--- config.mk ---
export PLATFORM = sky130hd
export DESIGN_NAME = tsfc_top
export DESIGN_NICKNAME = d
export VERILOG_FILES = /design/src/core/tsfc_pkg.sv /design/src/core/tsfc_top.sv
export SDC_FILE = /design/constraint.sdc
export NUM_CORES = 1
export LEC_CHECK = 0
export ABC_AREA = 0
export ABC_CLOCK_PERIOD_IN_PS = 2300
export BUFFER_PORTS_ARGS = -buffer_cell sky130_fd_sc_hd__buf_4
export CAP_MARGIN = 5
export CORE_UTILIZATION = 30
export CTS_CLUSTER_SIZE = 40
export DETAILED_ROUTE_END_ITERATION = 12
export MAX_ROUTING_LAYER = met4
export SYNTH_ARGS = -nofsm -noshare
export SYNTH_HDL_FRONTEND = slang
export SYNTH_SLANG_ARGS = --single-unit
--- constraint.sdc ---
create_clock -name sys_clk -period 2.3 [get_ports sys_clk]
set_clock_uncertainty 0.15 [all_clocks]
set_input_delay 0.46 -clock sys_clk [delete_from_list [all_inputs] [get_ports sys_clk]]
set_output_delay 0.46 -clock sys_clk [all_outputs]
set_load 0.05 [all_outputs]
--- src/core/tsfc_pkg.sv ---
// Operation
// Two-speed only with switchover, select 00, crystal
// Start after power-up timer and every wake-up
// Run internal while timer counts 1024 edges
// Wait internal fall, set status, hold, switch; status is set only when switching to the primary source, not for timer1
// Timer1 or crystal switch waits 1024 cycles
// Monitor enabled by config, watches every external
// Sample clock is low oscillator divided by 64
// Latch set by fall, cleared by sample rise
// Failure selects internal, sets flag, maybe interrupt
// Stay internal until firmware switches back
// Reset, sleep or select change clears failure
// Select change restarts timer, running internal
// Flag set again while failure persists; here only a new failure detected in ST_EXT sets it
// Clock and RC modes skip the timer
// Monitor enable also enables two-speed start
// Config PLL bit overrides software PLL bit
// Frequency select decode, default 0111
// Select decodes internal, timer1 or configured
// Timer1 ready reads 1 when timer1 off
// Status reports oscillator ready, lock, stable
// Status bit 5 shows external clock running
// Reset clears select; automatic switches leave it
// Sleep aborts count, keeps status clear
// Fail flag sticky until firmware clears it
package tsfc_pkg;

   // ==========================================================
   // Register map
   localparam logic [1:0] OSC_CTL = 2'h0;
   localparam logic [1:0] OSC_STAT = 2'h1;
   localparam logic [1:0] OSC_FAIL = 2'h2;
   localparam int CTL_PLL_BIT = 7;
   localparam int CTL_IFS_LSB = 3;
   localparam int CTL_SCS_LSB = 0;
   localparam int FAIL_FLAG_BIT = 7;
   localparam int FAIL_IE_BIT = 6;
   localparam int STAT_T1R_BIT = 7;
   localparam logic [3:0] IFS_RST = 4'h7;
   localparam logic [3:0] IFS_8M = 4'hE;
   localparam logic [1:0] SCS_RST = 2'h0;

   // ==========================================================
   // Timing counts
   localparam int OST_CYCLES = 1024;
   localparam logic [10:0] OST_LAST = 11'(OST_CYCLES - 1);
   localparam int LFO_DIV = 64;
   localparam logic [4:0] LFO_HALF_LAST = 5'(LFO_DIV / 2 - 1);

   // ==========================================================
   // Types
   typedef enum logic [2:0] {
      MODE_LP = 3'h0,
      MODE_XT = 3'h1,
      MODE_HS = 3'h2,
      MODE_RC = 3'h3,
      MODE_INTERNAL_OSC_BLOCK = 3'h4,
      MODE_EC = 3'h5
   } tsfc_mode_t;

   typedef enum logic [1:0] {
      SRC_INT = 2'h0,
      SRC_PRI = 2'h1,
      SRC_T1 = 2'h2
   } tsfc_src_t;

   typedef enum logic [1:0] {
      KIND_LF = 2'h0,
      KIND_MF = 2'h1,
      KIND_HF = 2'h2
   } tsfc_kind_t;

   typedef enum logic [2:0] {
      ST_INT = 3'h0,
      ST_COUNT = 3'h1,
      ST_WAIT = 3'h3,
      ST_HOLD = 3'h2,
      ST_EXT = 3'h6
   } tsfc_state_t;

   typedef struct packed {
      logic switchover;
      logic fsm_en;
      logic pll_en;
      tsfc_mode_t mode;
   } tsfc_cfg_t;

   typedef struct packed {
      logic t1_ready;
      logic t1_en;
      logic pll;
      logic hf_ready;
      logic hf_lock;
      logic mf_ready;
      logic lf_ready;
      logic hf_stable;
   } tsfc_ready_t;

   typedef struct packed {
      logic sw_pll_enable;
      logic [3:0] ifs;
      logic [1:0] system_clock_select;
   } tsfc_ctl_t;

   typedef struct packed {
      logic [2:0] ext_sy;
      logic [2:0] t1_sy;
      logic [2:0] lfo_sy;
      logic [2:0] int_sy;
      logic ext_lv;
      logic t1_lv;
      logic lfo_lv;
      logic int_lv;
      logic [4:0] lfo_cnt;
      logic smp;
      logic latch;
      logic [10:0] startup_timer;
      tsfc_state_t st;
      tsfc_src_t src;
      logic hold;
      logic stall;
      logic sts;
      logic fail_cond;
      logic flag;
      logic irq_en;
      logic irq;
      logic pll_on;
      tsfc_kind_t kind;
      logic pll32;
      tsfc_ctl_t ctl;
      logic [7:0] rdata;
   } tsfc_regs_t;

   localparam tsfc_regs_t REGS_RST = '{
      ctl: '{sw_pll_enable: 1'b0, ifs: IFS_RST, system_clock_select: SCS_RST},
      st: ST_INT,
      src: SRC_INT,
      kind: KIND_MF,
      default: '0
   };

endpackage : tsfc_pkg

--- src/core/tsfc_top.sv ---
// Local design decisions: strobed register access and the placing of the registers.
`timescale 1ns/1ps
module tsfc_top (
   // Clock, reset, enable
   input wire logic sys_clk,
   input wire logic rst_n,
   input wire logic clk_en,
   // Configuration word
   input wire tsfc_pkg::tsfc_cfg_t cfg,
   // Power and sleep events
   input wire logic por_done,
   input wire logic sleep_enter,
   input wire logic wake_up,
   // Oscillator pins
   input wire logic ext_osc_clk,
   input wire logic t1_osc_clk,
   input wire logic low_freq_osc,
   input wire logic int_osc_clk,
   // Oscillator ready inputs
   input wire tsfc_pkg::tsfc_ready_t osc_rdy,
   // Register port
   input wire logic [1:0] reg_addr,
   input wire logic [7:0] reg_wdata,
   input wire logic reg_wr,
   input wire logic reg_rd,
   output logic [7:0] reg_rdata,
   // Clock control
   output tsfc_pkg::tsfc_src_t clk_src,
   output logic sys_clk_hold,
   output logic cpu_stall,
   output logic pll_on,
   output logic [3:0] int_freq_sel,
   output tsfc_pkg::tsfc_kind_t int_osc_kind,
   output logic int_pll_32m,
   output logic startup_status,
   output logic fail_active,
   output logic osc_fail_flag,
   output logic osc_fail_irq
);

   // ==========================================================
   // Helpers
   function automatic logic tsfc_settle(input logic [2:0] sy,
                                        input logic lv);
      tsfc_settle = (sy[1] == sy[2]) ? sy[2] : lv;
   endfunction : tsfc_settle

   function automatic logic tsfc_is_xtal(input tsfc_pkg::tsfc_mode_t m);
      tsfc_is_xtal = (m == tsfc_pkg::MODE_LP) || (m == tsfc_pkg::MODE_XT) ||
                     (m == tsfc_pkg::MODE_HS);
   endfunction : tsfc_is_xtal

   function automatic tsfc_pkg::tsfc_src_t tsfc_target(
      input logic [1:0] system_clock_select, input tsfc_pkg::tsfc_mode_t m);
      if (system_clock_select[1]) begin
         tsfc_target = tsfc_pkg::SRC_INT;
      end else if (system_clock_select[0]) begin
         tsfc_target = tsfc_pkg::SRC_T1;
      end else if (m == tsfc_pkg::MODE_INTERNAL_OSC_BLOCK) begin
         tsfc_target = tsfc_pkg::SRC_INT;
      end else begin
         tsfc_target = tsfc_pkg::SRC_PRI;
      end
   endfunction : tsfc_target

   function automatic tsfc_pkg::tsfc_kind_t tsfc_kind(input logic [3:0] f);
      if (f[3:1] == 3'h0) begin
         tsfc_kind = tsfc_pkg::KIND_LF;
      end else if (f == 4'h2 || (f[3:2] == 2'h1)) begin
         tsfc_kind = tsfc_pkg::KIND_MF;
      end else begin
         tsfc_kind = tsfc_pkg::KIND_HF;
      end
   endfunction : tsfc_kind

   // ==========================================================
   // State
   tsfc_pkg::tsfc_regs_t r;
   tsfc_pkg::tsfc_regs_t n;

   logic ext_lv;
   logic t1_lv;
   logic lfo_lv;
   logic int_lv;
   logic ext_fall;
   logic t1_fall;
   logic lfo_rise;
   logic int_fall;
   logic cnt_edge;
   logic xtal;
   logic tsu_go;
   logic wr_ctl;
   logic wr_fail;
   logic scs_chg;
   logic restart;
   logic [1:0] new_scs;
   tsfc_pkg::tsfc_src_t tgt;
   tsfc_pkg::tsfc_src_t go_tgt;
   logic mon_on;
   logic smp_tick;
   logic smp_rise;
   logic smp_fall;
   logic fail_det;
   logic t1r;

   assign ext_lv = tsfc_settle(r.ext_sy, r.ext_lv);
   assign t1_lv = tsfc_settle(r.t1_sy, r.t1_lv);
   assign lfo_lv = tsfc_settle(r.lfo_sy, r.lfo_lv);
   assign int_lv = tsfc_settle(r.int_sy, r.int_lv);
   assign ext_fall = r.ext_lv & ~ext_lv;
   assign t1_fall = r.t1_lv & ~t1_lv;
   assign lfo_rise = ~r.lfo_lv & lfo_lv;
   assign int_fall = r.int_lv & ~int_lv;

   assign xtal = tsfc_is_xtal(cfg.mode);
   assign tgt = tsfc_target(r.ctl.system_clock_select, cfg.mode);
   // Edges of the source being started or watched
   assign cnt_edge = (tgt == tsfc_pkg::SRC_T1) ? t1_fall : ext_fall;
   assign wr_ctl = reg_wr && (reg_addr == tsfc_pkg::OSC_CTL);
   assign wr_fail = reg_wr && (reg_addr == tsfc_pkg::OSC_FAIL);
   assign scs_chg = wr_ctl &&
      (reg_wdata[tsfc_pkg::CTL_SCS_LSB +: 2] != r.ctl.system_clock_select);
   assign new_scs = scs_chg ? reg_wdata[tsfc_pkg::CTL_SCS_LSB +: 2]
                            : r.ctl.system_clock_select;
   assign go_tgt = tsfc_target(new_scs, cfg.mode);
   assign restart = scs_chg | por_done | wake_up;
   assign tsu_go = (cfg.switchover | cfg.fsm_en) &&
                   (new_scs == 2'h0) && xtal;

   // Sample clock: low oscillator divided by 64
   assign smp_tick = lfo_rise && (r.lfo_cnt == tsfc_pkg::LFO_HALF_LAST);
   assign smp_rise = smp_tick & ~r.smp;
   assign smp_fall = smp_tick & r.smp;
   assign mon_on = cfg.fsm_en && (r.st == tsfc_pkg::ST_EXT);
   assign fail_det = mon_on && smp_fall && !(r.latch || cnt_edge);
   assign t1r = osc_rdy.t1_en ? osc_rdy.t1_ready : 1'b1;

   // ==========================================================
   // Next state
   always_comb begin
      n = r;
      n.ext_sy = {r.ext_sy[1:0], ext_osc_clk};
      n.t1_sy = {r.t1_sy[1:0], t1_osc_clk};
      n.lfo_sy = {r.lfo_sy[1:0], low_freq_osc};
      n.int_sy = {r.int_sy[1:0], int_osc_clk};
      n.ext_lv = ext_lv;
      n.t1_lv = t1_lv;
      n.lfo_lv = lfo_lv;
      n.int_lv = int_lv;

      if (lfo_rise) begin
         n.lfo_cnt = r.lfo_cnt + 5'h01;
         if (smp_tick) begin
            n.smp = ~r.smp;
         end
      end
      if (smp_rise) begin
         n.latch = 1'b0;
      end
      if (cnt_edge) begin
         n.latch = 1'b1;
      end

      unique case (r.st)
         tsfc_pkg::ST_INT: begin
            n.src = tsfc_pkg::SRC_INT;
         end
         tsfc_pkg::ST_COUNT: begin
            if (cnt_edge) begin
               if (r.startup_timer == tsfc_pkg::OST_LAST) begin
                  n.st = tsfc_pkg::ST_WAIT;
               end else begin
                  n.startup_timer = r.startup_timer + 11'h001;
               end
            end
         end
         tsfc_pkg::ST_WAIT: begin
            if (int_fall) begin
               n.st = tsfc_pkg::ST_HOLD;
               n.hold = 1'b1;
               n.sts = (tgt == tsfc_pkg::SRC_PRI);
            end
         end
         tsfc_pkg::ST_HOLD: begin
            if (cnt_edge) begin
               n.st = tsfc_pkg::ST_EXT;
               n.hold = 1'b0;
               n.src = tgt;
               n.stall = 1'b0;
               n.fail_cond = 1'b0;
               n.latch = 1'b1;
            end
         end
         tsfc_pkg::ST_EXT: begin
            if (fail_det) begin
               n.st = tsfc_pkg::ST_INT;
               n.src = tsfc_pkg::SRC_INT;
               n.sts = 1'b0;
               n.fail_cond = 1'b1;
            end
         end
         default: begin
            n.st = tsfc_pkg::ST_INT;
            n.src = tsfc_pkg::SRC_INT;
            n.hold = 1'b0;
         end
      endcase

      // Start sequence for the selected source
      if (restart) begin
         n.sts = 1'b0;
         n.hold = 1'b0;
         n.startup_timer = 11'h000;
         n.src = tsfc_pkg::SRC_INT;
         n.stall = 1'b0;
         if (scs_chg) begin
            n.fail_cond = 1'b0;
         end
         if (go_tgt == tsfc_pkg::SRC_INT) begin
            n.st = tsfc_pkg::ST_INT;
         end else if (go_tgt == tsfc_pkg::SRC_PRI && !xtal) begin
            n.st = tsfc_pkg::ST_WAIT;
         end else begin
            n.st = tsfc_pkg::ST_COUNT;
            n.stall = (go_tgt == tsfc_pkg::SRC_PRI) && !tsu_go;
         end
      end

      if (sleep_enter) begin
         n.st = tsfc_pkg::ST_INT;
         n.startup_timer = 11'h000;
         n.sts = 1'b0;
         n.hold = 1'b0;
         n.stall = 1'b0;
         n.src = tsfc_pkg::SRC_INT;
         n.fail_cond = 1'b0;
      end

      // Register writes; automatic switches never touch the select
      if (wr_ctl) begin
         n.ctl.sw_pll_enable = reg_wdata[tsfc_pkg::CTL_PLL_BIT];
         n.ctl.ifs = reg_wdata[tsfc_pkg::CTL_IFS_LSB +: 4];
         n.ctl.system_clock_select = reg_wdata[tsfc_pkg::CTL_SCS_LSB +: 2];
      end
      if (wr_fail) begin
         if (!reg_wdata[tsfc_pkg::FAIL_FLAG_BIT]) begin
            n.flag = 1'b0;
         end
         n.irq_en = reg_wdata[tsfc_pkg::FAIL_IE_BIT];
      end
      if (fail_det) begin
         n.flag = 1'b1;
      end
      n.irq = n.flag & n.irq_en;
      n.pll_on = cfg.pll_en | n.ctl.sw_pll_enable;
      n.kind = tsfc_kind(n.ctl.ifs);
      n.pll32 = n.pll_on && (n.ctl.ifs == tsfc_pkg::IFS_8M);

      n.rdata = 8'h00;
      if (reg_rd) begin
         case (reg_addr)
            tsfc_pkg::OSC_CTL: begin
               n.rdata = {r.ctl.sw_pll_enable, r.ctl.ifs, 1'b0, r.ctl.system_clock_select};
            end
            tsfc_pkg::OSC_STAT: begin
               n.rdata = {t1r, osc_rdy.pll, r.sts, osc_rdy.hf_ready,
                          osc_rdy.hf_lock, osc_rdy.mf_ready,
                          osc_rdy.lf_ready, osc_rdy.hf_stable};
            end
            tsfc_pkg::OSC_FAIL: begin
               n.rdata = {r.flag, r.irq_en, 6'h00};
            end
            default: begin
               n.rdata = 8'h00;
            end
         endcase
      end
   end

   always_ff @(posedge sys_clk or negedge rst_n) begin
      if (!rst_n) begin
         r <= tsfc_pkg::REGS_RST;
      end else if (clk_en) begin
         r <= n;
      end
   end

   // ==========================================================
   // Outputs
   assign reg_rdata = r.rdata;
   assign clk_src = r.src;
   assign sys_clk_hold = r.hold;
   assign cpu_stall = r.stall;
   assign pll_on = r.pll_on;
   assign int_freq_sel = r.ctl.ifs;
   assign int_osc_kind = r.kind;
   assign int_pll_32m = r.pll32;
   assign startup_status = r.sts;
   assign fail_active = r.fail_cond;
   assign osc_fail_flag = r.flag;
   assign osc_fail_irq = r.irq;

   logic any_evt;
   logic evt_no_wake;
   assign any_evt = restart | sleep_enter;
   assign evt_no_wake = scs_chg | por_done | sleep_enter;
endmodule : tsfc_top

## Word-level counts from Yosys, hierarchy flattened

Cells that the tools add are included.
Widths: inputs -> output; s select.

- Bits in registers: 65
- Bits of input ports: 36
- Output and inout port bits: 24
- Logic and storage cells: 165

- $add $sub $neg: 2
- Reduce and logical (&&, ||, !) cells: 40
- Bitwise gates (word level): 16
- Equal/unequal tests: 31
- Muxes and demuxes: 48

Operators by type and width:

| operator | count |
|---|---|
| $mux 20 | 2 |
| $pmux 8 s3 | 1 |
| $mux 11 | 2 |
| $mux 2 | 11 |
| $mux 1 | 20 |
| $ne 4x4->1 const B | 5 |
| $reduce_and 4->1 | 4 |
| $pmux 3 s5 | 1 |
| $mux 14 | 1 |
| $mux 7 | 2 |
| $logic_and 1x1->1 | 12 |
| $add 11x1->11 const B | 1 |
| $eq 11x10->1 const B | 1 |
| $eq 3x2->1 const B | 3 |
| $logic_not 3->1 | 3 |
| $reduce_bool 3->1 | 3 |
| $eq 2x1->1 const B | 4 |
| $mux 8 | 1 |
| $and 1x1->1 | 7 |
| $reduce_and 7->1 | 1 |
| $eq 3x1->1 const B | 2 |
| $eq 3x3->1 const B | 2 |
| $logic_not 2->1 | 3 |
| $mux 3 | 2 |
| 22 further kinds | 43 |

## Longest topological paths before layout

Gate-level depths: netlist (run 1).

- Depth after elaboration: 14
- Depth in mapped cells: 9
- Mapped depth without buffers: 9

## Worst setup path before layout (run 1)

OpenSTA, ideal clock, no wires.

- Path kind: register -> register
- Start point: reg r[44] in the netlist's numbering
- End point: reg r[30] in the netlist's numbering
- Arrival: 1.884 ns
- Required time: 2.025 ns
- Stages on the path, launching flop included: 9
- Slack: 0.142 ns
- Library setup time: 0.125 ns
- Clock period less this slack: 2.158 ns
- Path buffers: 0
- Path through: dfrtp_1 > ha_1 > and3_1 > ha_1 > nand4_1 > o31ai_1 > o221ai_1 > a21oi_1 > mux2_2

- Word-level cells in the longest chain between the ends: 7

Ends and longest elaborated chain:

| element | line | source |
|---|---|---|
| start: declaration | tsfc_top.sv:78 | `tsfc_pkg::tsfc_regs_t r;` |
| start signal: assignment | tsfc_top.sv:282 | `r <= tsfc_pkg::REGS_RST;` |
| start signal: assignment | tsfc_top.sv:284 | `r <= n;` |
| $eq 5x5->1 | tsfc_top.sv:131 | `assign smp_tick = lfo_rise && (r.lfo_cnt == tsfc_pkg::LFO_HALF_LAST);` |
| $logic_and 1x1->1 | tsfc_top.sv:131 |  |
| $and 1x1->1 | tsfc_top.sv:133 | `assign smp_fall = smp_tick & r.smp;` |
| $logic_and 1x1->1 (2 in series) | tsfc_top.sv:135 | `assign fail_det = mon_on && smp_fall && !(r.latch \|\| cnt_edge);` |
| $ne 4x4->1 (no source line) | -- |  |
| $reduce_and 7->1 (no source line) | -- |  |

No other way between the ends.
A chain may end at the register's enable or synchronous reset.

## Final worst setup path (run 1)

- Start point: reg r[45] in the netlist's numbering
- End point: reg r[30] in the netlist's numbering

Same word-level chain as after synthesis.

==> reports/qor_table.md, run 1 <==
| Result | Value |
|---|---|
| Critical-path cell with the highest stage delay | dfrtp_1 |
| Most instantiated flip-flop cell in the synthesis netlist | dfrtp_1 |
| Clock input transition at the sequential cells of the worst setup and hold paths | 0.05 ns |
| Total detailed-routing wirelength | 8610 microns |
| Tot Pwr | 3.68 mW |
| Simple-Gate Fraction of Synth Area | 15.8% |
| Vias after detailed routing | 2860 |
| Antenna cell count | 0 |
| Final Critical Period | 2.25 ns |
| Uppermost layer routed | met4 |
| First-pass GRT wire length | 14400 microns |
| Largest net degree at the start of global routing | 36 |
| Cells on worst reg2reg path | 8 |
| Combinational family with the most area after synthesis | compound AO/OA/AOI/OAI gates |
| Effective utilization at floorplan | 31.2% |
| Syn Inst Count | 348 |
| Flip-flop and latch count after synthesis | 65 |
| Routed met2 length | 4000 microns |
| Highest fanout seen on the critical path | 4 |
| Top-level I/O count | 60 |
| Hold violation count in the final report | 0 |
| Maximum clock frequency | 445 MHz |
| Portion of the clock cycle consumed by the worst path in the final layout | 97.7% |
| Routed Antenna Nets | 0 |
| Type of origin of the critical path | register |
| Setup TNS Final | 0 ns |
| Synth Area in Adders | 1.09% |
| Number of buffers inserted by port buffering | 58 |
| Wire length per cell after detailed routing | 15.4 microns |
| Detailed Place HPWL | 6210 microns |
| Max_cap viols | 0 |
| Compound-cell area share of the yosys netlist | 18.9% |
| Initial DRT Pass Iterations | 4 |
| Inserted Clock Buffers | 9 |
| Worst R2R Setup Slack | 0.05 ns |
| Sequential area share after synthesis | 47.3% |
| Post-synthesis xor/xnor area fraction | 1.78% |
| Clock sink count | 65 |
| Actual transition at the worst max-transition pin | 0.581 ns |
| Cell area after placement | 4070 sq um |
| Share of layout cells above drive strength 1 | 33.1% |
| RSZ-0062 raised after global routing | true |
| Final setup violation count | 0 |
| Crit path largest cell delay | 0.36 ns |
| Area of the core region | 11000 sq um |
| Overflow after GRT | 0 |
| Via count of the first global-routing pass | 2907 |
| Share of async-settable or async-resettable flops after synthesis | 100% |
| Type of the setup path with the least slack | reg -> reg |
| Series of cell instances along the critical path | ha_2 > and3_4 > ha_4 > nand4_1 > o31ai_2 > o221ai_2 > a21oi_2 > mux2_4 |
| Die Height | 109 microns |
| Multiplexer share of the synthesized area | 8.24% |
| Root buf cell | clkbuf_16 |
| Insertion delay of the later-clocked pin in the worst-skew pair | 0.33 ns |
| 1st-iter DRT viols | 117 |
| Leak pwr | 1.97 nW |
| EDFF count, synth | 0 |
| Power density over cell area | 823 nW/um^2 |
| Via/cell ratio | 5.11 |
| Number of nets at the end of the flow | 455 |
| Headroom to the max-slew limit | 61.2% |
| Net count after synthesis | 387 |
| Design Area, Final | 4470 sq um |
| CTS H-tree depth | 3 |
| Number of antenna violations at the first check in global routing | 0 |
| RePlAce Congestion | 0.839 |
| Post-Syn Area | 3450 sq um |
| Floorplan row count | 38 |
| Clock Tree Buf Depth | 2 |
| Amount of wire on met3 after detailed routing | 408 microns |
| CTS tree | done |
| Area growth from synthesis to final layout | 29.6% |
| Count of cell types in the netlist | 61 |
| Synth Area per Inst | 9.90 sq um |
| Die width | 109 microns |
| Crit end category | register |
| Number of max-slew violations in the final report | 0 |
| Max VDD drop | 0.324 mV |
| Hold Path Stages | 2 |
| Post-Route M1 WL | 4010 microns |
| Result of the run | complete, no violations |
| Overall track demand over capacity in global routing | 16.3% |
| Arrival time reported for the critical path endpoint | 2.31 ns |
| Area of the die | 11900 sq um |
| # DRC | 0 |
| Yosys warnings | 0 |
| Hold crit path type | in -> reg |
| CP Data Required Time | 2.36 ns |
## critical path, delay by kind of cell (launching register included)
family / cells / cell delay (ns)
AOI/OAI and AO/OA: 3 / 0.69
adders and majority gates: 2 / 0.31
DFF: 1 / 0.36
muxes: 1 / 0.32
and+or+nand+nor: 2 / 0.31
## layer usage
| layer | global-route usage, % | up-vias |
|---|---|---|
| met1 | 20.6 | 1393 |
| met5 | - | - |
| li1 | - | 1384 |
| met2 | 24.6 | 65 |
| met3 | 4.30 | 18 |
| met4 | 6.95 | 0 |
## state kept, by name, summed over array words and instances (netlist names)
name,count
r,33
n,8
reg_rdata,8
int_freq_sel,4
clk_src,2
int_osc_kind,2
cpu_stall,1
fail_active,1
int_pll_32m,1
osc_fail_flag,1
osc_fail_irq,1
pll_on,1
startup_status,1
sys_clk_hold,1
## synthesized netlist by cell type, drive strengths merged, types with 3 or more instances
library cell,count,area share (%)
buf,23,4.4
xor2,3,0.76
nand3,8,1.2
o2bb2ai,9,2.3
mux2,19,6.2
nand2,27,2.9
clkbuf,7,0.80
xnor2,4,1.0
dfrtp,61,44
inv,15,1.6
nand4,6,1.1
o21ai,30,4.4
ha,3,1.1
nor2b,5,0.91
o21a,5,1.1
mux2i,7,2.0
a31oi,10,1.8
nor2,18,2.0
dfstp,4,3.1
a21oi,26,3.9
nor3,9,1.8
o31ai,3,0.65
nand2b,5,0.91
nor3b,5,1.7
## stage by stage
| stage | worst slack, ns | instances | hold WS, ns | util [%] |
|---|---|---|---|---|
| 2_1_floorplan | 0.142 | 348 | 0.0144 | - |
| 3_3_place_gp | -0.0297 | 540 | 0.300 | 36.9 |
| 3_5_place_dp | -0.0585 | 540 | 0.307 | 36.9 |
| 4_1_cts | 0.0354 | 556 | 0.205 | 39.8 |
| 5_1_grt | -0.0549 | 560 | 0.214 | 40.5 |
| 6_report | 0.0525 | 560 | 0.213 | 40.5 |
## power by group
part | leakage (nW) | internal [mW] | switching (mW) | total (mW)
Combinational | 1.00 | 0.367 | 0.483 | 0.850
Clock | 0.148 | 0.888 | 0.475 | 1.36
Sequential | 0.823 | 1.31 | 0.152 | 1.46
## cells in the final DEF (no fill, tap or decap), types with 2 or more instances in the layout
| cell type | Yosys | layout |
|---|---|---|
| a21o_1 | 2 | 2 |
| o2bb2ai_1 | 9 | 9 |
| buf_4 | 16 | 85 |
| xnor2_1 | 4 | 4 |
| a31oi_1 | 10 | 10 |
| mux2i_1 | 7 | 7 |
| o31ai_1 | 3 | 2 |
| xor2_1 | 3 | 3 |
| clkbuf_16 | 0 | 9 |
| o211ai_1 | 2 | 2 |
| nand3_1 | 8 | 8 |
| nor3b_4 | 2 | 2 |
| nand4_1 | 6 | 6 |
| o21a_1 | 5 | 5 |
| a21oi_2 | 1 | 2 |
| o21ai_0 | 29 | 29 |
| nor3b_1 | 3 | 3 |
| clkbuf_8 | 0 | 2 |
| mux2_2 | 19 | 18 |
| dfrtp_1 | 61 | 61 |
| dfstp_2 | 4 | 4 |
| nor2b_1 | 5 | 5 |
| nor3_1 | 7 | 7 |
| and2_1 | 2 | 2 |
| nand2b_1 | 5 | 5 |
| inv_1 | 15 | 15 |
| nor2_1 | 18 | 18 |
| nand3b_1 | 2 | 2 |
| o311ai_0 | 2 | 2 |
| a21oi_1 | 25 | 24 |
| nand2_1 | 27 | 27 |
| clkinv_2 | 0 | 2 |
## area by class of cell
class,instances,area (sq um)
Timing Repair Buffer,87,668
Sequential cell,65,1630
Inverter,16,60.1
Clock buffer,12,256
Fill cell,1106,6560
Tap cell,140,175
Multi-Input combinational cell,237,1640
Clock inverter,3,40.0
## worst paths after layout
| path | start | to |
|---|---|---|
| max | r[45]$_DFFE_PN0P_ | r[30]$_DFFE_PN0P_ |
| min | t1_osc_clk | n[60]$_DFFE_PN0P_ |
| max reg2reg | r[45]$_DFFE_PN0P_ | r[30]$_DFFE_PN0P_ |
| min reg2reg | r[47]$_DFFE_PN0P_ | r[47]$_DFFE_PN0P_ |
| max in group asynchronous | rst_n | r[64]$_DFFE_PN0P_ |
| min in group asynchronous | rst_n | reg_rdata[2]$_DFFE_PN0P_ |
## logic make-up after synthesis
| kind of cell | after synthesis |
|---|---|
| flops | 65 |
| compound gates | 103 |
| xor+xnor | 7 |
| fa+ha+maj | 3 |
| simple gates | 98 |
| buf+inv | 46 |
| mux | 26 |
## what timing repair did
item                                    CTS  global route
endpoints found under the hold margin    30             0
endpoints found under the setup margin    2            14
pin swaps                                 0             7
hold buffers                              1             0
setup buffers                             0             4
gates resized for setup                   2             9
(Power assumes the default switching activity.)
==> run 2, diff against run 1 <==
--- a/config.mk
+++ b/config.mk
@@ -10,6 +10,7 @@
 export BUFFER_PORTS_ARGS = -buffer_cell sky130_fd_sc_hd__buf_4
 export CAP_MARGIN = 5
 export CORE_UTILIZATION = 30
+export CTS_BUF_LIST = sky130_fd_sc_hd__clkbuf_4 sky130_fd_sc_hd__clkbuf_8
 export CTS_CLUSTER_SIZE = 40
 export DETAILED_ROUTE_END_ITERATION = 12
 export MAX_ROUTING_LAYER = met4
==> reports/qor_table.md, run 2 (same netlist as run 1, synthesis figures left out) <==
| Result | Value | Delta |
|---|---|---|
| Number of inserted filler cells in the final layout | 1119 | +1.2% |
| Via count of the first global-routing pass | 2896 | -0.38% |
| Actual transition at the worst max-transition pin | 0.596 ns | +0.0148 ns |
| Area of the core region | 11000 sq um | unchanged |
| Combinational share of power | 25.7% | +2.6 points |
| Proportion of power drawn by flip-flops and latches | 44.2% | +4.4 points |
| Sw Ratio | 32.3% | +2.1 points |
| Root buf cell | clkbuf_8 |  |
| Inserted Clock Buffers | 9 | unchanged |
| Arrival time reported for the critical path endpoint | 2.34 ns | +0.03 ns |
| Post-layout utilization of the core | 39.6% | -0.88 points |
| Largest net degree at the start of global routing | 36 | unchanged |
| Most frequent standard cell in the layout excluding fill and tap cells | buf_4 |  |
| Detailed Place HPWL | 6210 microns | unchanged |
| Top-level I/O count | 60 | unchanged |
| Antenna cell count | 0 | unchanged |
| Setup TNS Final | 0 ns | unchanged |
| Overall track demand over capacity in global routing | 16.2% | -0.13 points |
| Type of origin of the critical path | register |  |
| Overflow after GRT | 0 | unchanged |
| Die width | 109 microns | unchanged |
| Number of antenna violations at the first check in global routing | 0 | unchanged |
| Die Height | 109 microns | unchanged |
| Leak pwr | 1.93 nW | -2.2% |
| Area of the die | 11900 sq um | unchanged |
| Final setup violation count | 0 | unchanged |
| Number of nets at the end of the flow | 455 | unchanged |
| Vias after detailed routing | 2866 | +0.21% |
| Hold crit path type | in -> reg |  |
| Type of the setup path with the least slack | reg -> reg |  |
| Hold violation count in the final report | 0 | unchanged |
| 1st-iter DRT viols | 96 | -18% |
| RSZ-0062 raised after global routing | true |  |
| CTS H-tree depth | 3 | unchanged |
| Clock network fraction of total power | 30.1% | -7.0 points |
| Maximum clock frequency | 444 MHz | -0.23% |
| Max_cap viols | 0 | unchanged |
| CP Data Required Time | 2.39 ns | +0.03 ns |
| Leading cell types in the layout, fill and taps excluded | buf_4, dfrtp_1, o21ai_0, nand2_1, a21oi_1 |  |
| Reg with most FFs | r |  |
| Initial DRT Pass Iterations | 6 | +2 |
| Final Critical Period | 2.25 ns | +0.00515 ns |
| Clock input transition at the sequential cells of the worst setup and hold paths | 0.07 ns | +0.02 ns |
| Headroom to the max-slew limit | 60.2% | -0.99 points |
| Cell area after placement | 4070 sq um | unchanged |
| Result of the run | complete, no violations |  |
| # DRC | 0 | unchanged |
| Number of buffers inserted by port buffering | 58 | unchanged |
| Via/cell ratio | 5.12 | +0.21% |
| Insertion delay of the later-clocked pin in the worst-skew pair | 0.35 ns | +0.02 ns |
| Number of max-slew violations in the final report | 0 | unchanged |
| Number of flip-flops under the largest register name | 33 | unchanged |
| Wire length per cell after detailed routing | 15.1 microns | -1.5% |
| Crit end category | register |  |
| RePlAce Congestion | 0.839 | unchanged |
| Total detailed-routing wirelength | 8480 microns | -1.5% |
| Portion of the clock cycle consumed by the worst path in the final layout | 97.9% | +0.22 points |
| Worst path setup slack after routing | 0.0474 ns | -0.00515 ns |
| Effective utilization at floorplan | 31.2% | unchanged |
| Clock Tree Buf Depth | 2 | unchanged |
| CTS tree | done |  |
| Hold_ws | 0.194 ns | -0.0194 ns |
| Clock sink count | 65 | unchanged |
| Share of layout cells above drive strength 1 | 33.3% | +0.24 points |
| Floorplan row count | 38 | unchanged |
| Count of placed standard cells including taps | 540 | unchanged |
| Routed Antenna Nets | 0 | unchanged |
| Highest fanout seen on the critical path | 4 | unchanged |
| Design Area, Final | 4370 sq um | -2.2% |
| Area growth from synthesis to final layout | 26.8% |  |
| Worst slack at placement | -0.0585 ns | unchanged |
| Internal power component | 2.24 mW | -13% |
| Tot Pwr | 3.31 mW | -10% |
| Power density over cell area | 757 nW/um^2 | -8.1% |
| First-pass GRT wire length | 14300 microns | -0.86% |
| Fin cells | 560 | unchanged |
| Switching power summed over all nets | 1.07 mW | -3.9% |
| Max VDD drop | 0.238 mV | -26% |
-- run 2: cell count changes in the layout (fill, tap and decap cells not counted) --
cell	previous run	this run
clkbuf_4	0	1
clkbuf_16	9	0
clkbuf_1	1	0
clkbuf_8	2	11
-- run 2: final cells by class --
class                   instances  area [sq um]  share of cell area [%]
flip-flops and latches         65          1630                    37.3
clock buffers                  12           159                    3.64
multi-input cells             237          1640                    37.4
well taps                     140           175                    4.01
clock inverters                 3          40.0                   0.916
repair buffers                 87           668                    15.3
inverters                      16          60.1                    1.37
-- run 2: critical path, stage by stage, from the launching register on --
cell	delay (ns)
dfrtp_1	0.36
ha_2	0.19
and3_4	0.19
ha_4	0.12
nand4_1	0.12
o31ai_2	0.25
o221ai_2	0.18
a21oi_2	0.26
mux2_4	0.32
-- run 2: power groups by stage --
stage	Sequential, mW	Clock, mW	Combinational (mW)
3_5_place_dp	1.47	0	0.820
4_1_cts	1.46	1.02	0.829
3_3_place_gp	1.47	0	0.803
5_1_grt	1.49	1.07	0.930
6_report	1.46	0.995	0.849
2_1_floorplan	1.46	0	0.548
-- run 2: worst paths after layout --
path	start	to	slack (ns)	depth (start not counted)
hold / removal	ext_osc_clk	n[63]$_DFFE_PN0P_	0.19	2
setup reg to reg	r[45]$_DFFE_PN0P_	r[30]$_DFFE_PN0P_	0.05	8
max in group asynchronous	rst_n	r[64]$_DFFE_PN0P_	1.01	3
hold reg to reg	r[47]$_DFFE_PN0P_	r[47]$_DFFE_PN0P_	0.33	1
min in group asynchronous	rst_n	int_pll_32m$_DFFE_PN0P_	0.46	2
setup / recovery	r[45]$_DFFE_PN0P_	r[30]$_DFFE_PN0P_	0.05	8
-- run 2: repair_timing --
action                     in CTS  in global routing
hold buffers                    1                  0
pin swaps                       0                  7
setup endpoints to repair       2                 14
buffers inserted                0                  4
hold endpoints to repair       30                  0
resized for setup               2                  9
-- run 2: routing by layer --
metal	vias up	track usage, %	part of all wire (%)
met1	1396	20.5	47
li1	1386	-	-
met3	21	2.87	3.7
met5	-	-	0
met2	63	24.6	47
met4	0	8.48	2.9
